$ cat src/hw/ccr_defs.svh
// Offsets, field codes, defaults and timing for the charger configuration bank
`ifndef CCR_DEFS_SVH
`define CCR_DEFS_SVH
// ----------------------------------------
// Register offsets
// ----------------------------------------
`define CCR_OFF_WDT 8'h05
`define CCR_OFF_PROT 8'h06
`define CCR_OFF_THSV 8'h07
`define CCR_OFF_STAT 8'h0b
// ----------------------------------------
// Defaults and watchdog-restore masks
// ----------------------------------------
`define CCR_DEF_WDT 8'h3a
`define CCR_DEF_PROT 8'hc0
`define CCR_DEF_THSV 8'h39
`define CCR_EXP_MASK_WDT 8'h1f
`define CCR_EXP_MASK_PROT 8'hdf
`define CCR_EXP_MASK_THSV 8'hf0
`define CCR_STAT_FAULT_BIT 7
`define CCR_STAT_RUN_BIT 6
// ----------------------------------------
// Field codes and decoded values
// ----------------------------------------
`define CCR_WD_OFF 2'h0
`define CCR_WD_CODE_40 2'h1
`define CCR_WD_CODE_80 2'h2
`define CCR_WD_S_40 8'h28
`define CCR_WD_S_80 8'h50
`define CCR_WD_S_160 8'ha0
`define CCR_FC_CODE_3 2'h0
`define CCR_FC_CODE_5 2'h1
`define CCR_FC_CODE_8 2'h2
`define CCR_FC_H_3 5'h03
`define CCR_FC_H_5 5'h05
`define CCR_FC_H_8 5'h08
`define CCR_FC_H_12 5'h0c
`define CCR_TJ_CODE_60 2'h0
`define CCR_TJ_CODE_80 2'h1
`define CCR_TJ_CODE_100 2'h2
`define CCR_TJ_C_60 7'h3c
`define CCR_TJ_C_80 7'h50
`define CCR_TJ_C_100 7'h64
`define CCR_TJ_C_120 7'h78
`define CCR_VSYS_BASE_MV 13'h1068
`define CCR_VSYS_STEP_MV 13'h0032
`define CCR_CHG_DONE 2'h3
// ----------------------------------------
// Timing
// ----------------------------------------
`define CCR_CLK_HZ 10000000
`define CCR_WD_TICK_MS 1000
`endif

$ cat src/hw/ccr_pkg.sv
// Types shared by the charger configuration bank
package ccr_pkg;
   typedef struct packed {
      logic discharge_watchdog_enable;
      logic [1:0] watchdog_limit;
      logic termination_enable;
      logic safety_timer_enable;
      logic [1:0] fast_charge_time_limit;
      logic post_termination_charge_keep;
   } ccr_wdt_reg_t;
   typedef struct packed {
      logic thermistor_monitor_enable;
      logic timer_doubling_enable;
      logic battery_switch_shutoff;
      logic power_good_irq_mask;
      logic charge_done_irq_mask;
      logic charge_state_irq_mask;
      logic thermistor_irq_mask;
      logic battery_overvoltage_irq_mask;
   } ccr_prot_reg_t;
   typedef struct packed {
      logic board_overtemp_disable;
      logic input_loop_disable;
      logic [1:0] thermal_threshold;
      logic [3:0] system_voltage_target;
   } ccr_thsv_reg_t;
   typedef struct packed {
      logic power_good;
      logic charge_done;
      logic charge_state;
      logic thermistor;
      logic battery_overvoltage;
   } ccr_irq_t;
   typedef struct packed {
      logic termination_allowed;
      logic safety_timer_run;
      logic post_termination_charge_keep;
      logic battery_switch_off;
      logic thermistor_monitor_on;
      logic board_overtemp_on;
      logic input_loop_on;
      logic [4:0] safety_timer_hours;
      logic [6:0] thermal_threshold_c;
      logic [12:0] system_voltage_mv;
      logic [7:0] watchdog_limit_s;
   } ccr_cfg_t;
   typedef enum logic [2:0] {
      CCR_WD_IDLE = 3'b001,
      CCR_WD_RUN = 3'b010,
      CCR_WD_EXPIRED = 3'b100
   } ccr_wd_state_t;
endpackage

$ cat src/hw/ccr_config_regs.sv
// Charger configuration register bank with host-link watchdog and interrupt events
//
// Summary of operation
// Watchdog limit code 00 off, 01 40s, 10 80s, 11 160s; default 01; kept on expiry.
// Limit code 00 keeps the watchdog stopped even in discharge mode.
// Bit 7 lets the watchdog run in discharge mode; default 0; kept on expiry.
// Termination allowed only while termination enable is 1; default 1.
// Safety timer runs only while its enable bit is 1; default 1.
// Fast-charge timer code 00 3h, 01 5h, 10 8h, 11 12h; default 01.
// Termination timer bit 1 keeps charge current after termination; default 0.
// Timer doubling bit 1 doubles the safety timer during power-path limiting.
// Battery switch shutoff 1 turns battery switch off; default 0; kept on expiry.
// Five interrupt masks, 0 enables, 1 suppresses; all default 0.
// Charge-state interrupt fires on changes among idle, pre-charge, fast-charge unless masked.
// Thermal threshold code 00 60C, 01 80C, 10 100C, 11 120C; default 11.
// System voltage is 4.2V plus 50mV per step; default 1001; kept on expiry.
// Host must issue a watchdog reset after expiry before the watchdog runs again.
// Expiry restores watchdog-resettable fields to defaults, others unchanged.
// Board over-temperature and input loop active when their bits are 0.
`timescale 1ns/1ns
`include "ccr_defs.svh"
module ccr_config_regs
   import ccr_pkg::*;
#(
   parameter int unsigned TICK_CYCLES = `CCR_WD_TICK_MS * (`CCR_CLK_HZ / 1000),
   parameter int unsigned TICK_W = 24
) (
   input wire logic clock,
   input wire logic rst_b,
   input wire logic [7:0] addr,
   input wire logic [7:0] wdata,
   input wire logic wr_strobe,
   input wire logic rd_strobe,
   output logic [7:0] rdata,
   input wire logic soft_reset,
   input wire logic watchdog_reset,
   input wire logic discharge_mode,
   input wire logic power_path_limiting,
   input wire logic power_good,
   input wire logic [1:0] charge_state,
   input wire logic [1:0] thermistor_fault,
   input wire logic battery_overvoltage,
   output ccr_cfg_t cfg,
   output ccr_irq_t irq_event,
   output logic host_timeout_expiry,
   output logic watchdog_fault
);

   // ----------------------------------------
   // Register storage
   // ----------------------------------------
   ccr_wdt_reg_t wdt;
   ccr_wdt_reg_t next_wdt;
   ccr_prot_reg_t prot;
   ccr_prot_reg_t next_prot;
   ccr_thsv_reg_t thsv;
   ccr_thsv_reg_t next_thsv;
   logic [7:0] next_rdata;
   logic wd_expire;

   function automatic logic [7:0] restore(input logic [7:0] cur, input logic [7:0] def,
                                          input logic [7:0] mask);
      restore = (cur & ~mask) | (def & mask);
   endfunction

   always_comb begin
      next_wdt = wdt;
      next_prot = prot;
      next_thsv = thsv;
      if (soft_reset) begin
         next_wdt = ccr_wdt_reg_t'(`CCR_DEF_WDT);
         next_prot = ccr_prot_reg_t'(`CCR_DEF_PROT);
         next_thsv = ccr_thsv_reg_t'(`CCR_DEF_THSV);
      end else begin
         if (wr_strobe) begin
            case (addr)
               `CCR_OFF_WDT: next_wdt = ccr_wdt_reg_t'(wdata);
               `CCR_OFF_PROT: next_prot = ccr_prot_reg_t'(wdata);
               `CCR_OFF_THSV: next_thsv = ccr_thsv_reg_t'(wdata);
               default: next_wdt = wdt;
            endcase
         end
         // Expiry lands after a same-cycle write so the restore is never undone
         if (wd_expire) begin
            next_wdt = ccr_wdt_reg_t'(restore(next_wdt, `CCR_DEF_WDT, `CCR_EXP_MASK_WDT));
            next_prot = ccr_prot_reg_t'(restore(next_prot, `CCR_DEF_PROT, `CCR_EXP_MASK_PROT));
            next_thsv = ccr_thsv_reg_t'(restore(next_thsv, `CCR_DEF_THSV, `CCR_EXP_MASK_THSV));
         end
      end
   end

   always_ff @(posedge clock or negedge rst_b) begin
      if (!rst_b) begin
         wdt <= ccr_wdt_reg_t'(`CCR_DEF_WDT);
         prot <= ccr_prot_reg_t'(`CCR_DEF_PROT);
         thsv <= ccr_thsv_reg_t'(`CCR_DEF_THSV);
      end else begin
         wdt <= next_wdt;
         prot <= next_prot;
         thsv <= next_thsv;
      end
   end

   // ----------------------------------------
   // Read port
   // ----------------------------------------
   ccr_wd_state_t wd_state;
   ccr_wd_state_t next_wd_state;

   always_comb begin
      next_rdata = 8'h00;
      if (rd_strobe) begin
         case (addr)
            `CCR_OFF_WDT: next_rdata = wdt;
            `CCR_OFF_PROT: next_rdata = prot;
            `CCR_OFF_THSV: next_rdata = thsv;
            `CCR_OFF_STAT: begin
               next_rdata[`CCR_STAT_FAULT_BIT] = (wd_state == CCR_WD_EXPIRED);
               next_rdata[`CCR_STAT_RUN_BIT] = (wd_state == CCR_WD_RUN);
            end
            default: next_rdata = 8'h00;
         endcase
      end
   end

   always_ff @(posedge clock or negedge rst_b) begin
      if (!rst_b) begin
         rdata <= 8'h00;
      end else begin
         rdata <= next_rdata;
      end
   end

   // ----------------------------------------
   // Host-link watchdog
   // ----------------------------------------
   // Any register write counts as host activity and restarts the count, except a write in the cycle whose tick expires the watchdog.
   logic [TICK_W-1:0] tick_cnt;
   logic [TICK_W-1:0] next_tick_cnt;
   logic [7:0] sec_cnt;
   logic [7:0] next_sec_cnt;
   logic [7:0] limit_s;
   logic wd_allowed;
   logic tick;
   logic restart;

   always_comb begin
      case (wdt.watchdog_limit)
         `CCR_WD_OFF: limit_s = 8'h00;
         `CCR_WD_CODE_40: limit_s = `CCR_WD_S_40;
         `CCR_WD_CODE_80: limit_s = `CCR_WD_S_80;
         default: limit_s = `CCR_WD_S_160;
      endcase
   end

   // Code 00 stops the timer whatever the discharge enable says
   assign wd_allowed = (wdt.watchdog_limit != `CCR_WD_OFF) &&
                       (!discharge_mode || wdt.discharge_watchdog_enable);
   assign tick = (tick_cnt == TICK_W'(TICK_CYCLES - 1));
   assign restart = watchdog_reset || wr_strobe;

   always_comb begin
      next_wd_state = wd_state;
      next_tick_cnt = tick_cnt;
      next_sec_cnt = sec_cnt;
      wd_expire = 1'b0;
      case (wd_state)
         CCR_WD_IDLE: begin
            next_tick_cnt = '0;
            next_sec_cnt = 8'h00;
            if (wd_allowed) begin
               next_wd_state = CCR_WD_RUN;
            end
         end
         CCR_WD_RUN: begin
            if (!wd_allowed) begin
               next_wd_state = CCR_WD_IDLE;
            end else if (tick && (sec_cnt + 8'h01 >= limit_s)) begin
               wd_expire = 1'b1;
               next_wd_state = CCR_WD_EXPIRED;
            end else if (restart) begin
               next_tick_cnt = '0;
               next_sec_cnt = 8'h00;
            end else if (tick) begin
               next_tick_cnt = '0;
               next_sec_cnt = sec_cnt + 8'h01;
            end else begin
               next_tick_cnt = tick_cnt + TICK_W'(1);
            end
         end
         CCR_WD_EXPIRED: begin
            // Stays halted until the host resets the watchdog explicitly
            next_tick_cnt = '0;
            next_sec_cnt = 8'h00;
            if (watchdog_reset) begin
               next_wd_state = CCR_WD_IDLE;
            end
         end
         default: next_wd_state = CCR_WD_IDLE;
      endcase
   end

   always_ff @(posedge clock or negedge rst_b) begin
      if (!rst_b) begin
         wd_state <= CCR_WD_IDLE;
         tick_cnt <= '0;
         sec_cnt <= 8'h00;
         host_timeout_expiry <= 1'b0;
         watchdog_fault <= 1'b0;
      end else begin
         wd_state <= next_wd_state;
         tick_cnt <= next_tick_cnt;
         sec_cnt <= next_sec_cnt;
         host_timeout_expiry <= wd_expire;
         watchdog_fault <= (next_wd_state == CCR_WD_EXPIRED);
      end
   end

   // ----------------------------------------
   // Decoded configuration
   // ----------------------------------------
   ccr_cfg_t next_cfg;
   logic [4:0] fc_hours;

   always_comb begin
      case (wdt.fast_charge_time_limit)
         `CCR_FC_CODE_3: fc_hours = `CCR_FC_H_3;
         `CCR_FC_CODE_5: fc_hours = `CCR_FC_H_5;
         `CCR_FC_CODE_8: fc_hours = `CCR_FC_H_8;
         default: fc_hours = `CCR_FC_H_12;
      endcase
      next_cfg.termination_allowed = wdt.termination_enable;
      next_cfg.safety_timer_run = wdt.safety_timer_enable;
      next_cfg.post_termination_charge_keep = wdt.post_termination_charge_keep;
      next_cfg.battery_switch_off = prot.battery_switch_shutoff;
      next_cfg.thermistor_monitor_on = prot.thermistor_monitor_enable;
      next_cfg.board_overtemp_on = !thsv.board_overtemp_disable;
      next_cfg.input_loop_on = !thsv.input_loop_disable;
      // Doubling only while the input path is being limited
      if (prot.timer_doubling_enable && power_path_limiting) begin
         next_cfg.safety_timer_hours = {fc_hours[3:0], 1'b0};
      end else begin
         next_cfg.safety_timer_hours = fc_hours;
      end
      case (thsv.thermal_threshold)
         `CCR_TJ_CODE_60: next_cfg.thermal_threshold_c = `CCR_TJ_C_60;
         `CCR_TJ_CODE_80: next_cfg.thermal_threshold_c = `CCR_TJ_C_80;
         `CCR_TJ_CODE_100: next_cfg.thermal_threshold_c = `CCR_TJ_C_100;
         default: next_cfg.thermal_threshold_c = `CCR_TJ_C_120;
      endcase
      next_cfg.system_voltage_mv = `CCR_VSYS_BASE_MV +
         13'(`CCR_VSYS_STEP_MV * 13'(thsv.system_voltage_target));
      next_cfg.watchdog_limit_s = limit_s;
   end

   always_ff @(posedge clock or negedge rst_b) begin
      if (!rst_b) begin
         cfg <= '0;
      end else begin
         cfg <= next_cfg;
      end
   end

   // ----------------------------------------
   // Interrupt events
   // ----------------------------------------
   // Status inputs come from charger logic on this clock, so no synchroniser.
   // The first cycle after reset is ignored so power-up levels raise no event.
   logic primed;
   logic pg_q;
   logic [1:0] cs_q;
   logic [1:0] ntc_q;
   logic ovp_q;
   ccr_irq_t next_irq;
   logic cs_old_active;
   logic cs_new_active;

   assign cs_old_active = (cs_q != `CCR_CHG_DONE);
   assign cs_new_active = (charge_state != `CCR_CHG_DONE);

   always_comb begin
      next_irq = '0;
      if (primed) begin
         next_irq.power_good = (power_good != pg_q) && !prot.power_good_irq_mask;
         next_irq.charge_done = (charge_state == `CCR_CHG_DONE) && cs_old_active &&
                                !prot.charge_done_irq_mask;
         next_irq.charge_state = (charge_state != cs_q) && cs_old_active && cs_new_active &&
                                 !prot.charge_state_irq_mask;
         next_irq.thermistor = (thermistor_fault != ntc_q) && !prot.thermistor_irq_mask;
         next_irq.battery_overvoltage = battery_overvoltage && !ovp_q &&
                                        !prot.battery_overvoltage_irq_mask;
      end
   end

   always_ff @(posedge clock or negedge rst_b) begin
      if (!rst_b) begin
         primed <= 1'b0;
         pg_q <= 1'b0;
         cs_q <= 2'h0;
         ntc_q <= 2'h0;
         ovp_q <= 1'b0;
         irq_event <= '0;
      end else begin
         primed <= 1'b1;
         pg_q <= power_good;
         cs_q <= charge_state;
         ntc_q <= thermistor_fault;
         ovp_q <= battery_overvoltage;
         irq_event <= next_irq;
      end
   end

endmodule

$ cat config.mk
export PLATFORM = sky130hd
export DESIGN_NAME = ccr_config_regs
export DESIGN_NICKNAME = d
export VERILOG_FILES = /design/src/hw/ccr_pkg.sv /design/src/hw/ccr_config_regs.sv
export VERILOG_INCLUDE_DIRS = /design/src /design/src/hw
export SDC_FILE = /design/constraint.sdc
export NUM_CORES = 1
export LEC_CHECK = 0
export BUFFER_PORTS_ARGS = -buffer_cell sky130_fd_sc_hd__buf_2
export CAP_MARGIN = 20
export CORE_UTILIZATION = 30
export CTS_CLUSTER_SIZE = 16
export DETAILED_ROUTE_END_ITERATION = 12
export GPL_TIMING_DRIVEN = 0
export SYNTH_ARGS = -nofsm -noshare
export SYNTH_HDL_FRONTEND = slang
export SYNTH_SLANG_ARGS = --single-unit
$ cat constraint.sdc
create_clock -name clock -period 4.4 [get_ports clock]
set_input_delay 0.88 -clock clock [delete_from_list [all_inputs] [get_ports clock]]
set_output_delay 0.88 -clock clock [all_outputs]
set_load 0.1 [all_outputs]
After elaboration in Yosys (flattened, before gate mapping)
Index checks and enable logic that the tools add are counted.
W data, S select, Z words.

storage, ports and cells
  bits in registers = 121
  input bits = 30
  logic and storage cells = 150
  output and inout port bits = 55

cells by class
  add/subtract/negate cells = 3
  muxes and demuxes = 38
  multiply operators = 1
  equal/unequal tests = 24
  order comparisons = 1
  reduce and logical (&&, ||, !) cells = 38

operators by type and width
  cell                      number
  $mux W8                   16
  $mux W24                  4
  $pmux W24 S2              1
  $add A24 B1 Y24 const B   1
  $eq A24 B24 Y1 const B    1
  $eq A8 B3 Y1 const B      3
  $pmux W8 S3               1
  $pmux W7 S3               1
  $pmux W6 S3               1
  $pmux W8 S2               1
  $mux W5                   3
  $add A13 B10 Y13 const A  1
  $logic_and A1 B1 Y1       12
  $mux W3                   4
  $pmux W4 S3               1
  $reduce_bool A3 Y1        4
  $logic_not A1 Y1          9
  $mul A5 B4 Y9 const A     1
  $pmux W3 S3               1
  $add A8 B1 Y8 const B     1
  $eq A2 B2 Y1 const B      4
  $eq A8 B4 Y1 const B      1
  $ge A8 B8 Y1              1
  $ne A2 B2 Y1 const B      4
  other kinds (16)          28

Longest topological paths before layout
Gate-level depths: netlist (run 1).

  depth in word-level cells = 9
  mapped depth = 12
  gate-level depth less buffers = 10

Worst setup path after synthesis (run 1)
No wires, ideal clock.

  path kind = register to register
  start = register sec_cnt[0]
  end = register sec_cnt[1]
  path buffers = 1
  cell stages (with the launch flop) = 12
  period minus slack after synthesis = 2.902 ns
  data arrival time = 2.781 ns
  required time = 4.279 ns
  path slack = 1.498 ns
  library setup time = 0.121 ns
  path through = dfrtp_1 ha_1 nand3_1 or2_2 nand2_1 ha_1 and4_1 o31ai_1 a2111oi_4 or3_1 buf_2 a22o_1

between the ends
  longest elaborated chain between the ends = 6
  elaborated cells between the ends (all ways) = 10
  classes of those cells = add/sub (1); order compare (1); eq/ne (1); mux (5); reduce/logical (2)

RTL lines
  item                                                                  RTL line                                        RTL
  start: declaration                                                    ccr_config_regs.sv:140                          logic [7:0] sec_cnt;
  start signal: assignment                                              ccr_config_regs.sv:213                          sec_cnt <= next_sec_cnt;
  $add A8 B1 Y8 (*)                                                     ccr_config_regs.sv:178, ccr_config_regs.sv:186
  parallel branches: the longest is 5 deep, another holds $ge A8 B8 Y1  n/a

Every way passes the cells marked *. The select of a mux whose other input is x is not followed.
A chain may end at the register's enable or synchronous reset.

Final worst setup path (run 1)
  start = register sec_cnt[0]
  end = register thsv[4] (netlist name)

between the ends
  longest elaborated chain between the ends = 8
  elaborated cells between the ends (all ways) = 11
  classes of those cells = add/sub (1); order compare (1); mux (5); reduce/logical (4)

RTL lines
  item                                                            RTL line                RTL
  $add A8 B1 Y8 (*)                                               ccr_config_regs.sv:178  end else if (tick && (sec_cnt + 8'h01 >= limit_s)) begin
  $ge A8 B8 Y1 (*)                                                ccr_config_regs.sv:178
  $logic_and A1 B1 Y1 (*)                                         ccr_config_regs.sv:178
  $mux W1 (*)                                                     ccr_config_regs.sv:178
  $mux W1 (*)                                                     ccr_config_regs.sv:176  if (!wd_allowed) begin
  $mux W1 (*)                                                     ccr_config_regs.sv:167  case (wd_state)
  $reduce_bool A3 Y1 (no source line) or $mux W8 (tied branches)  n/a
  $reduce_and A2 Y1 (no source line) or $mux W8 (tied branches)   n/a
  end signal: assignment                                          ccr_config_regs.sv:96   thsv <= ccr_thsv_reg_t'(`CCR_DEF_THSV);
  end signal: assignment                                          ccr_config_regs.sv:100  thsv <= next_thsv;
  end: declaration                                                ccr_config_regs.sv:56   ccr_thsv_reg_t thsv;

Mark *: on every way between the ends. The rest lies on a longest branch, timed or not.

==> qor.yml, run 1 <==
finalWeightedCongestion: 0.796
area.growth.synth_to_final_pct: 18.7
yosys.cell_types.count: 61
whs_endpoint: "irq_event[0]$_DFF_PN0_"
cts-buffers-inserted: 9
ordered_list_of_cells_on_the_worst_path: "ha_1, nand3_1, or2_2, nand2_1, ha_1, and4_1, o31ai_1, a2111oi_4, buf_4, a21oi_1, o211ai_1"
die_h_um: 138
met3_layer_usage_reported_by_global_route_pct: 3.13
worst-setup-path-type: "flop to flop"
cts.sinks: 112
reg2reg_setup_slack_ps: 1020
synthArstFlopShare_pct: 100
final-max-slew-violation-count: 0
cts_setup_buffers: 0
design_area_um2: 6550
status: "complete, no violations"
synth-seq-area-share_pct: 51.0
grt_setup_unrepaired: "no"
die_width_um: 138
grt.busiest_layer: "met2"
dominantRegCellSynth: "sky130_fd_sc_hd__dfrtp_1"
syn_area_per_cell_um2: 10.6
crit_path_end_kind: "flop"
grt_pass1_vias: 3930
hold_fix_buffers_cts: 0
edff_count_synth: 0
count_of_inserted_antenna_diode_cells: 0
critical_path.reg2reg.startpoint: "sec_cnt[0]$_DFFE_PN0P_"
final_layout_size_suffix_gt1_share_pct: 22.7
hold-path-cell-count: 1
post_cts_resize_count: 0
clock_tree_from_tritoncts: "done"
grt.total_usage_pct: 14.3
synth_simple_gate_area_share_pct: 17.6
fin_nets: 670
place_inst: 835
remaining_drc_errors: 0
timing.final.crit_share_pct: 76.8
detail_route.iter0.violations: 215
grt_start_max_net_pins: 63
power.density_nw_per_um2: 329
fin_hold_ws_ps: 405
detail_route.wl_per_cell_um: 15.0
insertion_delay_ps: 360
setup_total_negative_slack_ps: 0
timing.final.hold_violations: 0
setup_violations: 0
crit_path_max_fanout: 10
detail-route-antenna-nets: 0
syn-instance-count: 523
fp.dieArea_um2: 19000
cp_slowest_stage_delay_ps: 600
syn_area_um2: 5520
clock_tree.root_cell: "sky130_fd_sc_hd__clkbuf_16"
reg2reg_to: "thsv[4]$_DFFE_PN1P_"
detail_route.first_pass.iterations: 4
leakagePower_nw: 3.10
n_fill_cell: 1817
rr_worst_depth: 11
yosys.area_share.adder_pct: 5.35
htree_num_levels: 3
crit_path_frequent_cell: "sky130_fd_sc_hd__ha_1"
grt.met2_usage_pct: 22.8
placed_cell_area_um2: 6240
startpoint_type: "flop"
core-area_um2: 18000
met1_resource_use_gr_pct: 18.9
routed_via_density: 4.91
final_common_cell: "sky130_fd_sc_hd__dfrtp_1"
hp-class: "flop to flop"
actual_transition_at_the_worst_max_transition_pin_ps: 764
total_of_warnings_raised_by_yosys: 0
grt_pass1_wl_um: 20700
critical_path_arrival_ps: 3630
critical_path_buf_inv_count: 1
synth_compound_area_share_pct: 13.9
synth_top_family_by_area: "simple AND/OR/NAND/NOR gates"
hpwlAfterDp_um: 9110
power.ir.vdd_worst_uv: 319
floorplan.initialDensity_pct: 30.6
rows: 49
port_buffer_cells: 76
achievable-frequency_mhz: 296
critical-path-slowest-cell: "sky130_fd_sc_hd__a21oi_1"
finalWirelength_um: 12700
ys_seq_elements: 112
finalNonFillerCells: 851
maxCapViolCount: 0
synth.area.mux_share_pct: 5.44
area_share_of_xor_xnor_cells_in_the_synthesized_design_pct: 2.06
clockBufferDepth: 2
worst_hold_startpoint: "ovp_q$_DFF_PN0_"
layout.cells.most_common_list: "sky130_fd_sc_hd__dfrtp_1, sky130_fd_sc_hd__buf_2, sky130_fd_sc_hd__nand2_1"
crit_family: "compound AO/OA/AOI/OAI gates"
largest_clock_skew_in_the_final_design_ps: 10.4
total_power_w: 0.00215
i_o_pin_cnt: 85
layout_min_cycle_time_ps: 3380
timing.critical_path.required_ps: 4650
cts.clk_slew.worst_paths_ps: 80
detailroute.via_count: 4175
grt_antenna_before_repair: 0
global_route.overflow_total: 0
max-slew-margin-rel_pct: 48.7
-- logic make-up (layout without fill, tap and decap cells) --
group                    after synthesis  after routing
adder cells (fa/ha/maj)               23             23
flip-flops                           112            112
XOR/XNOR                              13             13
multiplexers                          29             29
AND/OR/NAND/NOR                      183            183
buffers and inverters                 51            144
other                                  2              8
AO/OA/AOI/OAI                        110            110
-- layout make-up --
type                       count  area (um^2)  area share (%)
clock buffer                   9          225            3.44
clock inverter                 7         82.6            1.26
tap                          229          287            4.37
multi-input combinational    366         2480            37.8
inverter                      24         90.1            1.37
timing repair buffer          77          414            6.32
buffer                        27          159            2.43
sequential                   112         2820            43.0
-- cells in the mapped netlist, types with 3 or more instances --
| cell type | n | area, um^2 |
|---|---|---|
| sky130_fd_sc_hd__a31oi_1 | 5 | 31.3 |
| sky130_fd_sc_hd__nor3_1 | 13 | 65.1 |
| sky130_fd_sc_hd__o21ai_1 | 15 | 75.1 |
| sky130_fd_sc_hd__a211oi_1 | 12 | 90.1 |
| sky130_fd_sc_hd__nor2_1 | 40 | 150 |
| sky130_fd_sc_hd__mux2_2 | 8 | 90.1 |
| sky130_fd_sc_hd__or3_1 | 5 | 31.3 |
| sky130_fd_sc_hd__buf_4 | 11 | 82.6 |
| sky130_fd_sc_hd__xnor2_1 | 11 | 96.3 |
| sky130_fd_sc_hd__nand2b_1 | 8 | 50.1 |
| sky130_fd_sc_hd__and2_1 | 4 | 25.0 |
| sky130_fd_sc_hd__dfstp_2 | 11 | 289 |
| sky130_fd_sc_hd__clkbuf_1 | 6 | 22.5 |
| sky130_fd_sc_hd__a21oi_1 | 13 | 65.1 |
| sky130_fd_sc_hd__nand2_1 | 43 | 161 |
| sky130_fd_sc_hd__inv_1 | 24 | 90.1 |
| sky130_fd_sc_hd__mux2i_1 | 21 | 210 |
| sky130_fd_sc_hd__and3_1 | 12 | 75.1 |
| sky130_fd_sc_hd__ha_1 | 22 | 275 |
| sky130_fd_sc_hd__nor4bb_1 | 4 | 40.0 |
| sky130_fd_sc_hd__a22oi_1 | 6 | 45.0 |
| sky130_fd_sc_hd__or2_2 | 3 | 18.8 |
| sky130_fd_sc_hd__nand4_1 | 5 | 31.3 |
| sky130_fd_sc_hd__dfrtp_1 | 101 | 2530 |
| sky130_fd_sc_hd__a211o_1 | 7 | 61.3 |
| sky130_fd_sc_hd__nor2b_1 | 6 | 37.5 |
| sky130_fd_sc_hd__o21ai_0 | 12 | 60.1 |
| sky130_fd_sc_hd__or4_1 | 4 | 30.0 |
| sky130_fd_sc_hd__o31ai_1 | 6 | 45.0 |
| sky130_fd_sc_hd__nor3b_1 | 3 | 22.5 |
| sky130_fd_sc_hd__buf_2 | 7 | 35.0 |
| sky130_fd_sc_hd__nand3_1 | 19 | 95.1 |
| sky130_fd_sc_hd__o211ai_1 | 7 | 52.6 |
| sky130_fd_sc_hd__a21o_1 | 11 | 82.6 |
-- layer usage --
layer	wire length [um]	up-vias
li1	-	2050
met1	5920	2009
met2	5910	99
met3	694	17
met4	198	0
met5	0	-
-- where the power goes --
| group | internal [W] | total (W) | switching [W] |
|---|---|---|---|
| sequential | 0.00104 | 0.00105 | 0.00000901 |
| clock | 0.000408 | 0.000836 | 0.000428 |
| combinational | 0.0000645 | 0.000263 | 0.000199 |
-- worst max path at each step --
| stage | start | cells after the start | to |
|---|---|---|---|
| after detailed placement | sec_cnt[0]$_DFFE_PN0P_ | 11 | thsv[5]$_DFFE_PN1P_ |
| final | sec_cnt[0]$_DFFE_PN0P_ | 11 | thsv[4]$_DFFE_PN1P_ |
| after global routing | sec_cnt[0]$_DFFE_PN0P_ | 11 | thsv[4]$_DFFE_PN1P_ |
| after CTS | sec_cnt[0]$_DFFE_PN0P_ | 11 | thsv[5]$_DFFE_PN1P_ |
| after global placement | sec_cnt[0]$_DFFE_PN0P_ | 11 | thsv[4]$_DFFE_PN1P_ |
| after floorplan | sec_cnt[0]$_DFFE_PN0P_ | 11 | sec_cnt[1]$_DFFE_PN0P_ |
-- sequential cells by signal (all words and copies together) (netlist names), 3 cells and up --
| name | flops |
|---|---|
| cfg | 31 |
| irq_event | 5 |
| next_cfg | 5 |
| prot | 6 |
| rdata | 8 |
| sec_cnt | 8 |
| thsv | 8 |
| tick_cnt | 24 |
| wd_state | 3 |
| wdt | 5 |
-- stage by stage --
step                      utilization (%)  worst slack (ps)
after floorplan                         -              1500
after global placement               34.5              1040
after detailed placement             34.6              1010
after CTS                            36.4               991
after global routing                 36.4               779
final                                36.4              1020
No activity file was read; power rests on OpenSTA's default activity.
==> run 2, diff against run 1 <==
clock period = 3.3 ns   (was 4.4 ns; I/O delays follow)
==> run 2 against run 1 <==
Effect of this change:
- total power increased by 33%
- worst setup slack got worse by 800 ps
- via count about the same
- core utilization about the same
- first-iteration DRC count increased by 0.47%
- clock-buffer cell count unchanged
- critical path depth unchanged
- sequential share of layout area decreased by 0.057 points
- routed wire length decreased by 0.15%
- largest cell class unchanged
- largest power group unchanged
- highest routed layer unchanged
==> qor.yml, run 2 (synthesis gave the netlist of run 1 again) <==
status: "complete, no violations"
hp-class: "input port to async pin"
achievable-frequency_mhz: 325  # +9.8%
placed_cell_area_um2: 6240  # unchanged
detail-route-antenna-nets: 0  # unchanged
power.density_nw_per_um2: 438  # +33%
timing.critical_path.required_ps: 3540  # -1110 ps
fp.dieArea_um2: 19000  # unchanged
detail_route.wl_per_cell_um: 14.9  # -0.15%
startpoint_type: "flop"
critical_path_arrival_ps: 3320  # -310 ps
remaining_drc_errors: 0  # unchanged
grt_setup_unrepaired: "no"
clockBufferDepth: 2  # unchanged
hold_fix_buffers_cts: 0  # unchanged
registers.top_by_ff_count: "cfg"
hpwlAfterDp_um: 9110  # unchanged
core-area_um2: 18000  # unchanged
critical_path.reg2reg.startpoint: "sec_cnt[0]$_DFFE_PN0P_"
rr_worst_depth: 11  # unchanged
reg2reg_setup_slack_ps: 220  # -800 ps
cp_slowest_stage_delay_ps: 390  # -210 ps
cts.clk_slew.worst_paths_ps: 80  # about the same
area.growth.synth_to_final_pct: 18.8
largest_clock_skew_in_the_final_design_ps: 10.4  # -0.000100 ps
final_common_cell: "sky130_fd_sc_hd__dfrtp_1"
crit_path_end_kind: "flop"
setup_violations: 0  # unchanged
crit_family: "simple AND/OR/NAND/NOR gates"
grt_pass1_vias: 3930  # unchanged
fin_nets: 670  # unchanged
htree_num_levels: 3  # unchanged
largest_register_ff_count: 31  # unchanged
timing.final.hold_violations: 0  # unchanged
grt_pass1_wl_um: 20700  # unchanged
reg.largest.list: "cfg x31, tick_cnt x24"
ordered_list_of_cells_on_the_worst_path: "ha_1, nand3_1, or3_1, nand2_1, ha_1, a21o_1, a21oi_1, a2111oi_4, or3_1, buf_2, a22o_1"
insertion_delay_ps: 360  # about the same
setup_total_negative_slack_ps: 0  # unchanged
crit_path_max_fanout: 7  # -3
die_width_um: 138  # unchanged
cts.sinks: 112  # unchanged
cts-buffers-inserted: 9  # unchanged
leakagePower_nw: 3.10  # -0.21%
power.ir.vdd_worst_uv: 425  # +33%
die_h_um: 138  # unchanged
routed_via_density: 4.91  # about the same
floorplan.initialDensity_pct: 30.6  # unchanged
detail_route.first_pass.iterations: 4  # unchanged
max-slew-margin-rel_pct: 48.7  # about the same
clock_tree_from_tritoncts: "done"
design_area_um2: 6560  # +0.13%
grt.total_usage_pct: 14.3  # unchanged
grt_start_max_net_pins: 63  # unchanged
detail_route.iter0.violations: 216  # +0.47%
worst-setup-path-type: "flop to flop"
detailroute.via_count: 4177  # +0.048%
critical_path_buf_inv_count: 1  # unchanged
total_power_w: 0.00287  # +33%
final_layout_size_suffix_gt1_share_pct: 23.0  # +0.32 points
count_of_inserted_antenna_diode_cells: 0  # unchanged
layout.cells.most_common_list: "sky130_fd_sc_hd__dfrtp_1, sky130_fd_sc_hd__buf_2, sky130_fd_sc_hd__nand2_1"
rows: 49  # unchanged
timing.final.crit_share_pct: 93.3  # +17 points
reg2reg_to: "sec_cnt[1]$_DFFE_PN0P_"
critical-path-slowest-cell: "sky130_fd_sc_hd__dfrtp_1"
finalWeightedCongestion: 0.796  # unchanged
layout_min_cycle_time_ps: 3080  # -301 ps
i_o_pin_cnt: 85  # unchanged
maxCapViolCount: 0  # unchanged
finalWirelength_um: 12700  # -0.15%
actual_transition_at_the_worst_max_transition_pin_ps: 764  # -0.00709 ps
final-max-slew-violation-count: 0  # unchanged
port_buffer_cells: 76  # unchanged
grt_antenna_before_repair: 0  # unchanged
clock_tree.root_cell: "sky130_fd_sc_hd__clkbuf_16"
global_route.overflow_total: 0  # unchanged
## run 2: cell count changes in the layout (fill, tap and decap cells not counted)
cell / before / now
sky130_fd_sc_hd__o31ai_2: 0 / 1
sky130_fd_sc_hd__a21oi_1: 13 / 12
sky130_fd_sc_hd__a21oi_2: 1 / 2
sky130_fd_sc_hd__o31ai_1: 6 / 5
## run 2: repair_timing
| action | CTS | global route |
|---|---|---|
| setup buffers | 0 | 0 |
| setup endpoints to repair | 7 | 11 |
| gates resized for setup | 1 | 1 |
## run 2: where the power goes
part / internal [W] / switching [W] / leakage [nW]
logic: 0.0000862 / 0.000266 / 1.53
registers: 0.00139 / 0.0000120 / 1.42
clock network: 0.000544 / 0.000570 / 0.147
## run 2: per-stage QoR
| stage | utilization [%] | cells | hold WS, ps | setup WS [ps] |
|---|---|---|---|---|
| after floorplan | - | 529 | 364 | 398 |
| after global placement | 34.5 | 834 | 391 | -56.8 |
| after detailed placement | 34.6 | 835 | 398 | -92.7 |
| after CTS | 36.4 | 851 | 284 | 78.6 |
| after global routing | 36.4 | 851 | 305 | 51.5 |
| final | 36.4 | 851 | 270 | 220 |
## run 2: worst max path at each step
stage                                 from                      to  slack, ps  depth (start not counted)
global placement    sec_cnt[0]$_DFFE_PN0P_     thsv[4]$_DFFE_PN1P_        -60                         11
CTS                 sec_cnt[0]$_DFFE_PN0P_  sec_cnt[2]$_DFFE_PN0P_         80                         10
detailed placement  sec_cnt[0]$_DFFE_PN0P_     thsv[5]$_DFFE_PN1P_        -90                         11
floorplan           sec_cnt[0]$_DFFE_PN0P_  sec_cnt[1]$_DFFE_PN0P_        400                         11
global route        sec_cnt[0]$_DFFE_PN0P_  sec_cnt[1]$_DFFE_PN0P_         50                         11
finish              sec_cnt[0]$_DFFE_PN0P_  sec_cnt[1]$_DFFE_PN0P_        220                         11
## run 2: routing by layer
layer	up-vias	track usage (%)	share of wire (%)
met1	2009	18.9	46
met2	99	22.8	46
met5	-	0	0
li1	2052	-	-
met3	17	3.13	5.5
met4	0	4.88	1.6
## run 2: final cells by class
type	count	area, um^2
Tap cell	229	287
Timing Repair Buffer	77	414
Buffer	27	159
Fill cell	1815	11500
Clock inverter	7	82.6
Inverter	24	90.1
Clock buffer	9	225
Sequential cell	112	2820
Multi-Input combinational cell	366	2490
